## src/design/slfp_pkg.sv

```systemverilog
// Purpose: Shared constants and carrier types for the slave FIFO port.
// Assumes: One 250 MHz clock; every pin is already synchronous to it.
// Notes:   Widths and depths are fixed; no software-visible registers.
package slfp_pkg;

  localparam int unsigned NUM_FIFO      = 4;
  localparam int unsigned SEL_W         = 2;
  localparam int unsigned DATA_W        = 32;
  localparam int unsigned DEPTH         = 8;
  localparam int unsigned PTR_W         = 3;
  localparam int unsigned CNT_W         = 4;
  localparam int unsigned PKT_W         = 8;
  localparam int unsigned NUM_FLAG      = 2;

  localparam logic [CNT_W-1:0] FIFO_FULL_CNT  = 4'h8;
  localparam logic [CNT_W-1:0] PARTIAL_LEVEL  = 4'h4;
  localparam logic [PTR_W-1:0] PTR_RESET      = 3'h0;
  localparam logic [CNT_W-1:0] CNT_RESET      = 4'h0;
  localparam logic [PKT_W-1:0] PKT_RESET      = 8'h00;

  // Clock period in ns, then latencies in interface clock cycles
  localparam int unsigned CLK_PERIOD_NS      = 4;
  localparam int unsigned READ_DATA_LATENCY  = 2;
  localparam int unsigned WRITE_FLAG_LATENCY = 3;
  localparam int unsigned SELECT_LATENCY     = 3;

  typedef enum logic [1:0] {
    SLFP_FLAG_EMPTY   = 2'b00,
    SLFP_FLAG_FULL    = 2'b01,
    SLFP_FLAG_PARTIAL = 2'b10
  } slfp_flag_kind_e;

  typedef struct packed {
    slfp_flag_kind_e  kind;
    logic             use_current;
    logic [SEL_W-1:0] fixed_sel;
  } slfp_flag_cfg_s;

  typedef struct packed {
    logic slave_select_n;
    logic fifo_read_strobe_n;
    logic fifo_write_strobe_n;
    logic fifo_output_enable_n;
    logic packet_commit_n;
  } slfp_strobe_s;

  localparam slfp_strobe_s STROBE_IDLE = 5'h1f;

  typedef struct packed {
    logic [SEL_W-1:0] fifo;
    logic [PKT_W-1:0] words;
    logic             empty_packet;
  } slfp_commit_s;

  localparam int unsigned COMMIT_W = $bits(slfp_commit_s);

endpackage

```

## src/design/slfp_port.sv

```systemverilog
// Purpose: Slave FIFO port, four on-chip FIFOs reached by an external master.
// Assumes: All pins sampled on I_CLOCK; strobes are active low.
// Notes:   I_ASYNC_MODE picks strobe-edge timing over fixed-latency timing.
`timescale 1ns/1ns
module slfp_port
  import slfp_pkg::*;
(
  input  wire logic                 I_CLOCK,
  input  wire logic                 I_RST_N,
  input  wire logic                 I_ASYNC_MODE,
  input  wire slfp_strobe_s         I_STROBES,
  input  wire logic [SEL_W-1:0]     I_FIFO_SELECT,
  input  wire logic [DATA_W-1:0]    I_DATA,
  input  wire slfp_flag_cfg_s       I_FLAG_CFG [NUM_FLAG],
  output logic [DATA_W-1:0]         O_DATA,
  output logic                      O_DATA_OE_N,
  output logic [NUM_FLAG-1:0]       O_FLAG,
  output logic                      O_COMMIT_VALID,
  output slfp_commit_s              O_COMMIT,
  input  wire logic                 I_COMMIT_READY
);

  logic [DATA_W-1:0]   mem_q   [NUM_FIFO][DEPTH];
  logic [PTR_W-1:0]    rptr_q  [NUM_FIFO];
  logic [PTR_W-1:0]    wptr_q  [NUM_FIFO];
  logic [CNT_W-1:0]    cnt_q   [NUM_FIFO];
  logic [PKT_W-1:0]    pkt_q   [NUM_FIFO];
  logic [NUM_FIFO-1:0] full;
  logic [NUM_FIFO-1:0] empty;
  logic [NUM_FIFO-1:0] partial;
  slfp_strobe_s        prev_q;
  logic [DATA_W-1:0]   wdata_hold_q;
  logic                pkt_wr_seen_q;
  logic [DATA_W-1:0]   d1_q;
  logic [DATA_W-1:0]   d2_q;
  logic [NUM_FLAG-1:0] f1_q;
  logic [NUM_FLAG-1:0] f2_q;
  logic [NUM_FLAG-1:0] flag_now;
  logic                pend_q;
  slfp_commit_s        pend_d;
  slfp_commit_s        pend_data_q;
  logic                buf_ready;
  logic                cs;
  logic                oe_act;
  logic                rd_s;
  logic                wr_s;
  logic                pkt_fall_s;
  logic                rd_fall_a;
  logic                rd_rise_a;
  logic                wr_rise_a;
  logic                pkt_rise_a;
  logic                do_rd;
  logic                do_wr;
  logic                commit_req;
  logic [DATA_W-1:0]   wdata;
  logic [DATA_W-1:0]   head;
  logic [PTR_W-1:0]    wptr_sel;

  assign cs     = ~I_STROBES.slave_select_n;
  assign oe_act = cs & ~I_STROBES.fifo_output_enable_n;

  // Synchronous reads and writes work on sampled levels, one word per edge; commit takes its falling edge
  assign rd_s       = ~I_ASYNC_MODE & cs & ~I_STROBES.fifo_read_strobe_n;
  assign wr_s       = ~I_ASYNC_MODE & cs & ~I_STROBES.fifo_write_strobe_n;
  assign pkt_fall_s = ~I_ASYNC_MODE & cs & ~I_STROBES.packet_commit_n
                      & prev_q.packet_commit_n;

  // Asynchronous mode acts on strobe edges seen against the previous sample
  assign rd_fall_a  = I_ASYNC_MODE & cs & ~I_STROBES.fifo_read_strobe_n
                      & prev_q.fifo_read_strobe_n;
  assign rd_rise_a  = I_ASYNC_MODE & cs & I_STROBES.fifo_read_strobe_n
                      & ~prev_q.fifo_read_strobe_n;
  assign wr_rise_a  = I_ASYNC_MODE & cs & I_STROBES.fifo_write_strobe_n
                      & ~prev_q.fifo_write_strobe_n;
  assign pkt_rise_a = I_ASYNC_MODE & cs & I_STROBES.packet_commit_n
                      & ~prev_q.packet_commit_n;

  // A pending commit refuses writes so packet word counts stay exact
  assign do_rd    = (rd_s | rd_rise_a) & ~empty[I_FIFO_SELECT];
  assign do_wr    = (wr_s | wr_rise_a) & ~full[I_FIFO_SELECT] & ~pend_q;
  assign wdata    = I_ASYNC_MODE ? wdata_hold_q : I_DATA;
  assign head     = mem_q[I_FIFO_SELECT][rptr_q[I_FIFO_SELECT]];
  assign wptr_sel = wptr_q[I_FIFO_SELECT];

  assign commit_req = pkt_fall_s
                    | (wr_rise_a & ~I_STROBES.packet_commit_n)
                    | (pkt_rise_a & ~pkt_wr_seen_q);

  always_comb begin
    pend_d              = '0;
    pend_d.fifo         = I_FIFO_SELECT;
    pend_d.words        = pkt_q[I_FIFO_SELECT] + {{(PKT_W-1){1'b0}}, do_wr};
    pend_d.empty_packet = (pend_d.words == PKT_RESET);
  end

  always_ff @(posedge I_CLOCK or negedge I_RST_N) begin
    if (!I_RST_N) begin
      prev_q <= STROBE_IDLE;
    end else begin
      prev_q <= I_STROBES;
    end
  end

  // Word is held while the strobe is low so its release edge stores it
  always_ff @(posedge I_CLOCK or negedge I_RST_N) begin
    if (!I_RST_N) begin
      wdata_hold_q <= '0;
    end else if (!I_STROBES.fifo_write_strobe_n) begin
      wdata_hold_q <= I_DATA;
    end
  end

  always_ff @(posedge I_CLOCK or negedge I_RST_N) begin
    if (!I_RST_N) begin
      pkt_wr_seen_q <= 1'b0;
    end else if (I_STROBES.packet_commit_n) begin
      pkt_wr_seen_q <= 1'b0;
    end else if (wr_rise_a) begin
      pkt_wr_seen_q <= 1'b1;
    end
  end

  always_ff @(posedge I_CLOCK or negedge I_RST_N) begin
    if (!I_RST_N) begin
      for (int f = 0; f < NUM_FIFO; f++) begin
        for (int e = 0; e < DEPTH; e++) begin
          mem_q[f][e] <= '0;
        end
      end
    end else if (do_wr) begin
      mem_q[I_FIFO_SELECT][wptr_sel] <= wdata;
    end
  end

  for (genvar g = 0; g < NUM_FIFO; g++) begin : g_fifo
    logic hit;
    logic wr_g;
    logic rd_g;
    assign hit     = (I_FIFO_SELECT == SEL_W'(g));
    assign wr_g    = hit & do_wr;
    assign rd_g    = hit & do_rd;
    assign full[g]    = (cnt_q[g] == FIFO_FULL_CNT);
    assign empty[g]   = (cnt_q[g] == CNT_RESET);
    assign partial[g] = (cnt_q[g] >= PARTIAL_LEVEL);

    always_ff @(posedge I_CLOCK or negedge I_RST_N) begin
      if (!I_RST_N) begin
        rptr_q[g] <= PTR_RESET;
        wptr_q[g] <= PTR_RESET;
        cnt_q[g]  <= CNT_RESET;
      end else begin
        if (wr_g) begin
          wptr_q[g] <= wptr_q[g] + 3'h1;
        end
        if (rd_g) begin
          rptr_q[g] <= rptr_q[g] + 3'h1;
        end
        if (wr_g && !rd_g) begin
          cnt_q[g] <= cnt_q[g] + 4'h1;
        end else if (rd_g && !wr_g) begin
          cnt_q[g] <= cnt_q[g] - 4'h1;
        end
      end
    end

    always_ff @(posedge I_CLOCK or negedge I_RST_N) begin
      if (!I_RST_N) begin
        pkt_q[g] <= PKT_RESET;
      end else if (hit && commit_req && !pend_q) begin
        pkt_q[g] <= PKT_RESET;
      end else if (wr_g) begin
        pkt_q[g] <= pkt_q[g] + 8'h01;
      end
    end
  end

  for (genvar k = 0; k < NUM_FLAG; k++) begin : g_flag
    logic [SEL_W-1:0] src;
    assign src = I_FLAG_CFG[k].use_current ? I_FIFO_SELECT : I_FLAG_CFG[k].fixed_sel;
    always_comb begin
      case (I_FLAG_CFG[k].kind)
        SLFP_FLAG_EMPTY:   flag_now[k] = empty[src];
        SLFP_FLAG_FULL:    flag_now[k] = full[src] | pend_q;
        SLFP_FLAG_PARTIAL: flag_now[k] = partial[src];
        default:           flag_now[k] = empty[src];
      endcase
    end
  end

  // Same pipeline carries the head word for reads and select changes
  always_ff @(posedge I_CLOCK or negedge I_RST_N) begin
    if (!I_RST_N) begin
      d1_q   <= '0;
      d2_q   <= '0;
      O_DATA <= '0;
    end else begin
      d1_q <= head;
      d2_q <= d1_q;
      O_DATA <= I_ASYNC_MODE ? head : d2_q;
    end
  end

  always_ff @(posedge I_CLOCK or negedge I_RST_N) begin
    if (!I_RST_N) begin
      O_DATA_OE_N <= 1'b1;
    end else begin
      O_DATA_OE_N <= ~oe_act;
    end
  end

  // In synchronous mode flags trail counts by three stages, like data behind head, so writes land on the third edge
  always_ff @(posedge I_CLOCK or negedge I_RST_N) begin
    if (!I_RST_N) begin
      f1_q   <= '0;
      f2_q   <= '0;
      O_FLAG <= '0;
    end else begin
      f1_q   <= flag_now;
      f2_q   <= f1_q;
      O_FLAG <= I_ASYNC_MODE ? flag_now : f2_q;
    end
  end

  // Commit stays pending until the buffer takes it; the drain may stall
  always_ff @(posedge I_CLOCK or negedge I_RST_N) begin
    if (!I_RST_N) begin
      pend_q      <= 1'b0;
      pend_data_q <= '0;
    end else if (pend_q) begin
      pend_q <= ~buf_ready;
    end else if (commit_req) begin
      pend_q      <= 1'b1;
      pend_data_q <= pend_d;
    end
  end

  slfp_buf2 #(.W(COMMIT_W)) u_commit_buf (
    .i_clk       (I_CLOCK),
    .i_rst_n     (I_RST_N),
    .i_in_valid  (pend_q),
    .i_in_data   (pend_data_q),
    .o_in_ready  (buf_ready),
    .o_out_valid (O_COMMIT_VALID),
    .o_out_data  (O_COMMIT),
    .i_out_ready (I_COMMIT_READY)
  );
endmodule

```

## src/design/slfp_buf2.sv

```systemverilog
// Purpose: Two-entry buffer with valid and ready on both sides.
// Assumes: Source holds data while valid and not ready.
// Notes:   Outputs are flops, or for o_in_ready the inverse of one, so a stalled drain costs no word.
`timescale 1ns/1ns
module slfp_buf2 #(
  parameter int unsigned W = 8
) (
  input  wire logic         i_clk,
  input  wire logic         i_rst_n,
  input  wire logic         i_in_valid,
  input  wire logic [W-1:0] i_in_data,
  output logic              o_in_ready,
  output logic              o_out_valid,
  output logic [W-1:0]      o_out_data,
  input  wire logic         i_out_ready
);

  logic [W-1:0] e1_q;
  logic         v1_q;
  logic         push;
  logic         pop;

  assign push       = i_in_valid & ~v1_q;
  assign pop        = o_out_valid & i_out_ready;
  assign o_in_ready = ~v1_q;

  always_ff @(posedge i_clk or negedge i_rst_n) begin
    if (!i_rst_n) begin
      o_out_valid <= 1'b0;
      o_out_data  <= '0;
      e1_q        <= '0;
      v1_q        <= 1'b0;
    end else if (pop) begin
      if (v1_q) begin
        o_out_data <= e1_q;
        e1_q       <= i_in_data;
        v1_q       <= push;
      end else begin
        o_out_data  <= i_in_data;
        o_out_valid <= push;
      end
    end else if (push) begin
      if (!o_out_valid) begin
        o_out_data  <= i_in_data;
        o_out_valid <= 1'b1;
      end else begin
        e1_q <= i_in_data;
        v1_q <= 1'b1;
      end
    end
  end

endmodule

```

## config.mk

```make
export PLATFORM = sky130hd
export DESIGN_NAME = slfp_port
export DESIGN_NICKNAME = d
export VERILOG_FILES = /design/src/design/slfp_pkg.sv /design/src/design/slfp_port.sv /design/src/design/slfp_buf2.sv
export SDC_FILE = /design/constraint.sdc
export NUM_CORES = 2
export LEC_CHECK = 0
export BUFFER_PORTS_ARGS = -buffer_cell sky130_fd_sc_hd__buf_2
export CAP_MARGIN = 30
export CORE_MARGIN = 2
export CORE_UTILIZATION = 65
export CTS_BUF_LIST = sky130_fd_sc_hd__clkbuf_4 sky130_fd_sc_hd__clkbuf_8 sky130_fd_sc_hd__clkbuf_16
export CTS_CLUSTER_SIZE = 30
export DETAILED_ROUTE_END_ITERATION = 7
export GPL_ROUTABILITY_DRIVEN = 0
export PLACE_DENSITY = 0.8
export SLEW_MARGIN = 20
export SYNTH_ARGS = -nofsm -noshare
export SYNTH_HDL_FRONTEND = slang
export SYNTH_SLANG_ARGS = --single-unit
```

## constraint.sdc

```tcl
create_clock -name I_CLOCK -period 5.5 [get_ports I_CLOCK]
set_input_delay 1.1 -clock I_CLOCK [delete_from_list [all_inputs] [get_ports I_CLOCK]]
set_output_delay 1.1 -clock I_CLOCK [all_outputs]
set_load 0.01 [all_outputs]
```

# Word-level counts from Yosys, hierarchy flattened
# Cells that the tools add are included.
# W data, S select, Z words.
classes:
  add_sub_neg: 21
  n_mul: 0
  div_mod_pow: 0
  order_cmp: 12
  eq_ne: 14
  shift: 0
  n_mux: 78
  bitwise: 52
  n_reduce_logical: 49
op_table:
  columns: ["op", "count"]
  rows:
  - ["$bwmux W1024", 1]
  - ["$mux W256", 3]
  - ["$bmux W256 S2", 1]
  - ["$demux W256 S2", 1]
  - ["$mux W32", 5]
  - ["$bmux W32 S3", 1]
  - ["$demux W32 S3", 1]
  - ["$mux W11", 8]
  - ["$mux W8", 10]
  - ["$add A8 B1 Y8 const B", 4]
  - ["$mux W4", 8]
  - ["$and A1 B1 Y1", 28]
  - ["$add A3 B1 Y3 const B", 8]
  - ["$reduce_bool A2 Y1", 11]
  - ["$mux W1", 19]
  - ["$logic_and A1 B1 Y1", 18]
  - ["$add A4 B1 Y4 const B", 4]
  - ["$bmux W1 S2", 8]
  - ["$bmux W8 S2", 1]
  - ["$eq A4 B4 Y1 const B", 4]
  - ["$ge A4 B3 Y1 const B", 4]
  - ["$logic_not A4 Y1", 4]
  - ["$sub A4 B1 Y4 const B", 4]
  - ["$not A1 Y1", 15]
  - ["other kinds (22)", 55]
totals:
  register_bits: 1271
  latch_bits: 0
  mem_bits_rw: 0
  romBits: 0
  input_bits: 53
  mem_count: 0

# Longest topological paths before layout
logic_depth:
  word_depth: 12
  depth_mapped: 16

# By module
# From an unflattened synthesis, not the netlist that was laid out.
hier_totals:
  cells_unflattened: 4942
  area_unflattened_um2: 55832.3
modules_own_cells:
  columns: ["mod", "instances", "cells_per_inst", "area_per_inst_um2", "seq_area_each_um2"]
  rows:
  - ["slfp_port", 1, 4812, 54497.3, 31209.9]
  - ["slfp_buf2", 1, 130, 1335.0, 600.6]

# Worst setup path after synthesis
# Ideal clock, no wire load.
synth_path:
  path_kind: "input to register"
  from: "input I_FIFO_SELECT[0]"
  to: "register cnt_q[3] (netlist name)"
  arrival_ns: 3.731
  required_ns: 5.378
  setup_slack_ns: 1.646
  cell_stages: 15
  path_cell_list: "buf_6 > nor2b_1 > clkbuf_1 > a21oi_1 > nand3_1 > a221oi_1 > nand3_1 > ha_1 > inv_1 > ha_1 > a21o_1 > a21oi_1 > xnor2_1 > nor2_1 > xnor2_1"
synth_between:
  elab_chain_len: 9
synth_lines:
  columns: ["item", "line_no", "source"]
  rows:
  - ["start, declared", "slfp_port.sv:12", "input wire logic [SEL_W-1:0] I_FIFO_SELECT,"]
  - ["$bmux W1 S2", "slfp_port.sv:80", "assign do_wr = (wr_s | wr_rise_a) & ~full[I_FIFO_SELECT] & ~pend_q;"]
  - ["$mux W1 (implied by the code)", "slfp_port.sv:80", null]
  - ["$not A1 Y1", "slfp_port.sv:80", null]
  - ["$and A1 B1 Y1 (2 in series)", "slfp_port.sv:80", null]
  - ["$and A1 B1 Y1", "slfp_port.sv:140", "assign wr_g = hit & do_wr;"]
  - ["$logic_not A1 Y1", "slfp_port.sv:160", "end else if (rd_g && !wr_g) begin"]
  - ["$logic_and A1 B1 Y1", "slfp_port.sv:160", null]
  - ["$reduce_bool A2 Y1 (no source line)", null, null]
  - ["end signal, assigned by index", "slfp_port.sv:159", "cnt_q[g] <= cnt_q[g] + 4'h1;"]
  - ["end signal, assigned by index", "slfp_port.sv:161", "cnt_q[g] <= cnt_q[g] - 4'h1;"]
  - ["end, declared", "slfp_port.sv:26", "logic [CNT_W-1:0] cnt_q [NUM_FIFO];"]
# Several ways; a longest one is shown, not always the timed one. The select of a mux whose other input is x is not followed.
# A chain may end at the register's enable or synchronous reset.

# Worst setup path in the final report
layout_path:
  from: "input I_FIFO_SELECT[0]"
  to: "register cnt_q[11] (netlist name)"
layout_between:
  elab_chain_len: 9
layout_lines:
  columns: ["item", "line_no", "source"]
  rows:
  - ["$bmux W1 S2", "slfp_port.sv:80", null]
  - ["$mux W1 (implied by the code)", "slfp_port.sv:80", null]
  - ["$not A1 Y1", "slfp_port.sv:80", null]
  - ["$and A1 B1 Y1 (2 in series)", "slfp_port.sv:80", null]
  - ["$and A1 B1 Y1 *", "slfp_port.sv:140", null]
  - ["via g_fifo[1].wr_g", "slfp_port.sv:137", "logic wr_g;"]
  - ["$logic_not A1 Y1", "slfp_port.sv:160", null]
  - ["$logic_and A1 B1 Y1", "slfp_port.sv:160", null]
  - ["$reduce_bool A2 Y1 (no source line)", null, null]
# Mark *: on every way through the listed nets, which the timed path passes. The rest lies on a longest branch. The select of a mux whose other input is x is not followed.

==> run_results.csv <==
group,metric,value,unit
floorplan,die_h,298,um
sta,setup_viol,0,
worst_setup_path,rr_startpoint,"cnt_q[12]",
clocking,cts-htree-levels,4,
logic_synthesis,yosys.cell_types.count,48,
floorplan,ios,100,
status,outcome,"finished, final reports clean",
route,drc,0,
logic_synthesis,syn_nets,4800,
worst_hold_path,hp-start,"d1_q[9]",
worst_setup_path,r2r-end,"pend_data_q[0]",
logic_synthesis,syn-instance-count,4713,
floorplan,dieArea,0.0888,mm^2
logic_synthesis,yosysTopAreaCell,"dfrtp_1",
cells_and_area,final_layout_size_suffix_gt1_share,24.1,%
sta,max_freq,0.253,GHz
floorplan,start_util,65.7,%
pwr,ir_drop,0.362,mV
global_route,antenna_found_initial,1,
clocking,cts_buffers,130,
clocking,clock_sinks,1271,
logic_synthesis,synth.most_common_cell,"dfrtp_1",
global_route,use_met2,53.5,%
clocking,clockBufferDepth,3,
worst_setup_path,rr_worst_depth,11,
run,cap_violations,0,
clocking,clk_pin_slew_worst_paths,60,ps
cells_and_area,final_area,0.0623,mm^2
worst_setup_path,worstPathCellList,"buf_8, nand2b_1, nor4_1, a22oi_1, nand3_1, inv_1, ha_1, inv_1, ha_1, a21o_1, a21oi_1, xnor2_1, nor2_1, xor2_1",
sta,hold_viol,0,
floorplan,die_w,298,um
logic_synthesis,ys_seq_elements,1271,
worst_setup_path,worstPathRequired,6120,ps
worst_setup_path,crit_fanout,58,
worst_setup_path,endpoint_kind,"register",
logic_synthesis,netlist_area,0.0562,mm^2
logic_synthesis,ys_async_sr_fraction,100,%
logic_synthesis,synth_edf_count,0,
sta,fin_skew,27.5,ps
global_route,overflow,0,
route,postRouteAntennaNets,0,
cells_and_area,area_growth_syn_to_layout,10.9,%
sta,tns,0,ps
sta,timing.slew.headroom,11.1,%
logic_synthesis,ys.flop_type,"dfrtp_1",
cells_and_area,design.final.nets,4738,
floorplan,rows,107,
placed_design,dpl-instance-area,0.0576,mm^2
floorplan,core_area,0.0854,mm^2
global_route,met1_usage,45.5,%
clocking,tritoncts,"yes",
route,drt_iter0_drc,3833,
sta,worst_pin_slew,1330,ps
clocking,insertion_delay,740,ps
route,dr.pass1.iters,8,
logic_synthesis,synthDominantCellAreaShare,56.5,%
logic_synthesis,ys_top_cells_by_area,"dfrtp_1, mux4_2, a21oi_1, nor2_1, mux2_2",
sta,fin_crit_sh,71.8,%
logic_synthesis,synth-seq-area-share,56.6,%
pwr,power,29000,uW
route,drt-wirelength-per-cell,24.6,um
clocking,post-cts-setup-buffers,0,
route,routed-via-count,38500,
worst_setup_path,cp_slowest_cell,"a22oi_1",
global_route,groute.usage.overall,33.5,%
global_route,grt_pass1_wl,229,mm
placed_design,dpl.hpwl,78.1,mm
route,viasPerCell,6.54,
worst_setup_path,critical_path_arrival,4570,ps
worst_hold_path,hold_depth,0,
sta,rsz0062_at_grt,"no",
clocking,cts_resized,0,
worst_setup_path,worst-setup-path-type,"input pin to register",
pwr,power_density,465,mW/mm^2
clocking,holdBufCountCts,0,
global_route,grt_pass1_vias,39900,
worst_setup_path,reg2reg_slack,1890,ps
route,wl,145,mm
pwr,p_leak,0.0281,uW
global_route,grt_max_degree,157,
worst_setup_path,max_stage_delay,620,ps
sta,drv_slew,0,
worst_hold_path,min_path_type,"register to register",
logic_synthesis,avgSynthCellArea,11.9,um^2
global_route,grt_util_met3,6.83,%
sta,fin_crit,3950,ps
worst_setup_path,startpoint_type,"input pin",
placed_design,portBuffers,99,
worst_hold_path,hold_end,"d2_q[9]",
logic_synthesis,yosys_warnings,0,
clocking,cts-root-buf,"clkbuf_16",
global_route,top_usage_layer,"met2",
logic_synthesis,netlist_top_cells_count,"dfrtp_1, nor2_1, a21oi_1, mux2_2, mux4_2",
registers in the layout (all words and copies together) (netlist names), 3 cells and up:
signal,flops
wptr_q,12
mem_q,1024
cnt_q,16
pend_data_q,11
prev_q,3
O_DATA,32
d1_q,32
rptr_q,12
d2_q,32
wdata_hold_q,32
pkt_q,32
u_commit_buf.o_out_data,11
u_commit_buf.e1_q,11
layer usage:
metal | vias up | wire (um)
li1 | 16500 | -
met1 | 19700 | 56000
met2 | 1853 | 70700
met3 | 403 | 12500
met4 | 0 | 5920
met5 | - | 0
metrics by stage:
step	cells	worst slack (ps)	hold slack, ps	util, %
4_1_cts	5885	1570	343	72.8
5_1_grt	5889	1270	351	72.9
3_3_place_gp	5658	988	332	67.5
6_report	5891	1550	342	72.9
3_5_place_dp	5659	835	335	67.5
2_1_floorplan	4713	1650	331	-
cell type report:
class	instances	area (um^2)
flip-flops and latches	1271	31800
fillers	5439	23100
multi-input cells	3008	22600
clock buffers	184	3880
repair buffers	224	1820
well taps	1144	1430
clock inverters	42	652
inverters	16	60.1
diodes	2	5.00
report_power, final:
part	leakage, uW	internal, uW	switching, uW
Combinational	0.00903	3020	3610
Clock	0.00227	5590	3720
Sequential	0.0168	11700	1340
worst max-delay path by stage:
stage / from / endpoint / slack (ps) / depth (start not counted)
2_1_floorplan: I_FIFO_SELECT[0] / cnt_q[3] / 1650 / 15
3_3_place_gp: I_FIFO_SELECT[0] / cnt_q[11] / 990 / 14
5_1_grt: I_FIFO_SELECT[0] / cnt_q[11] / 1270 / 14
6_report: I_FIFO_SELECT[0] / cnt_q[11] / 1550 / 14
3_5_place_dp: I_FIFO_SELECT[0] / cnt_q[11] / 840 / 14
4_1_cts: I_FIFO_SELECT[0] / cnt_q[11] / 1570 / 14
layout by cell type, fill, tap and decap left out, drive strengths merged, types with 3 or more instances in the layout:
master	count
a21o	7
a22oi	3
dfstp	4
bufinv	14
nor3	8
a31oi	3
nand2	63
clkinv	22
ha	30
nand4	5
and2	3
nor4	43
o21ai	97
and4	5
and3	5
nor2b	5
buf	224
nor4b	5
nand3b	7
mux2i	125
a21oi	917
a22o	4
nor3b	3
fa	4
xor2	7
nand2b	8
inv	20
a221oi	34
o22ai	32
xnor2	47
or2	3
mux4	270
clkbuf	184
dfrtp	1267
nand3	26
or4	3
mux2	289
nor2	940
kinds of logic (layout without fill, tap and decap cells):
kind of cell	count (synthesis)	count (layout)	synth area share, %
AND/OR/NAND/NOR	1135	1135	8.83
XOR/XNOR	54	54	0.842
flip-flops	1271	1271	56.6
adder cells (fa/ha/maj)	34	34	0.811
other	0	2	0
buffers and inverters	434	466	3.44
AO/OA/AOI/OAI	1101	1101	10.6
multiplexers	684	684	18.9
worst max-delay path, delay by kind of cell:
family	cells	cell delay (ps)
and+or+nand+nor	4	820
adders and majority gates	2	520
xor gates and xnor gates	2	280
buffers and inverters	3	830
AOI/OAI and AO/OA	3	970
(Power assumes the default switching activity.)
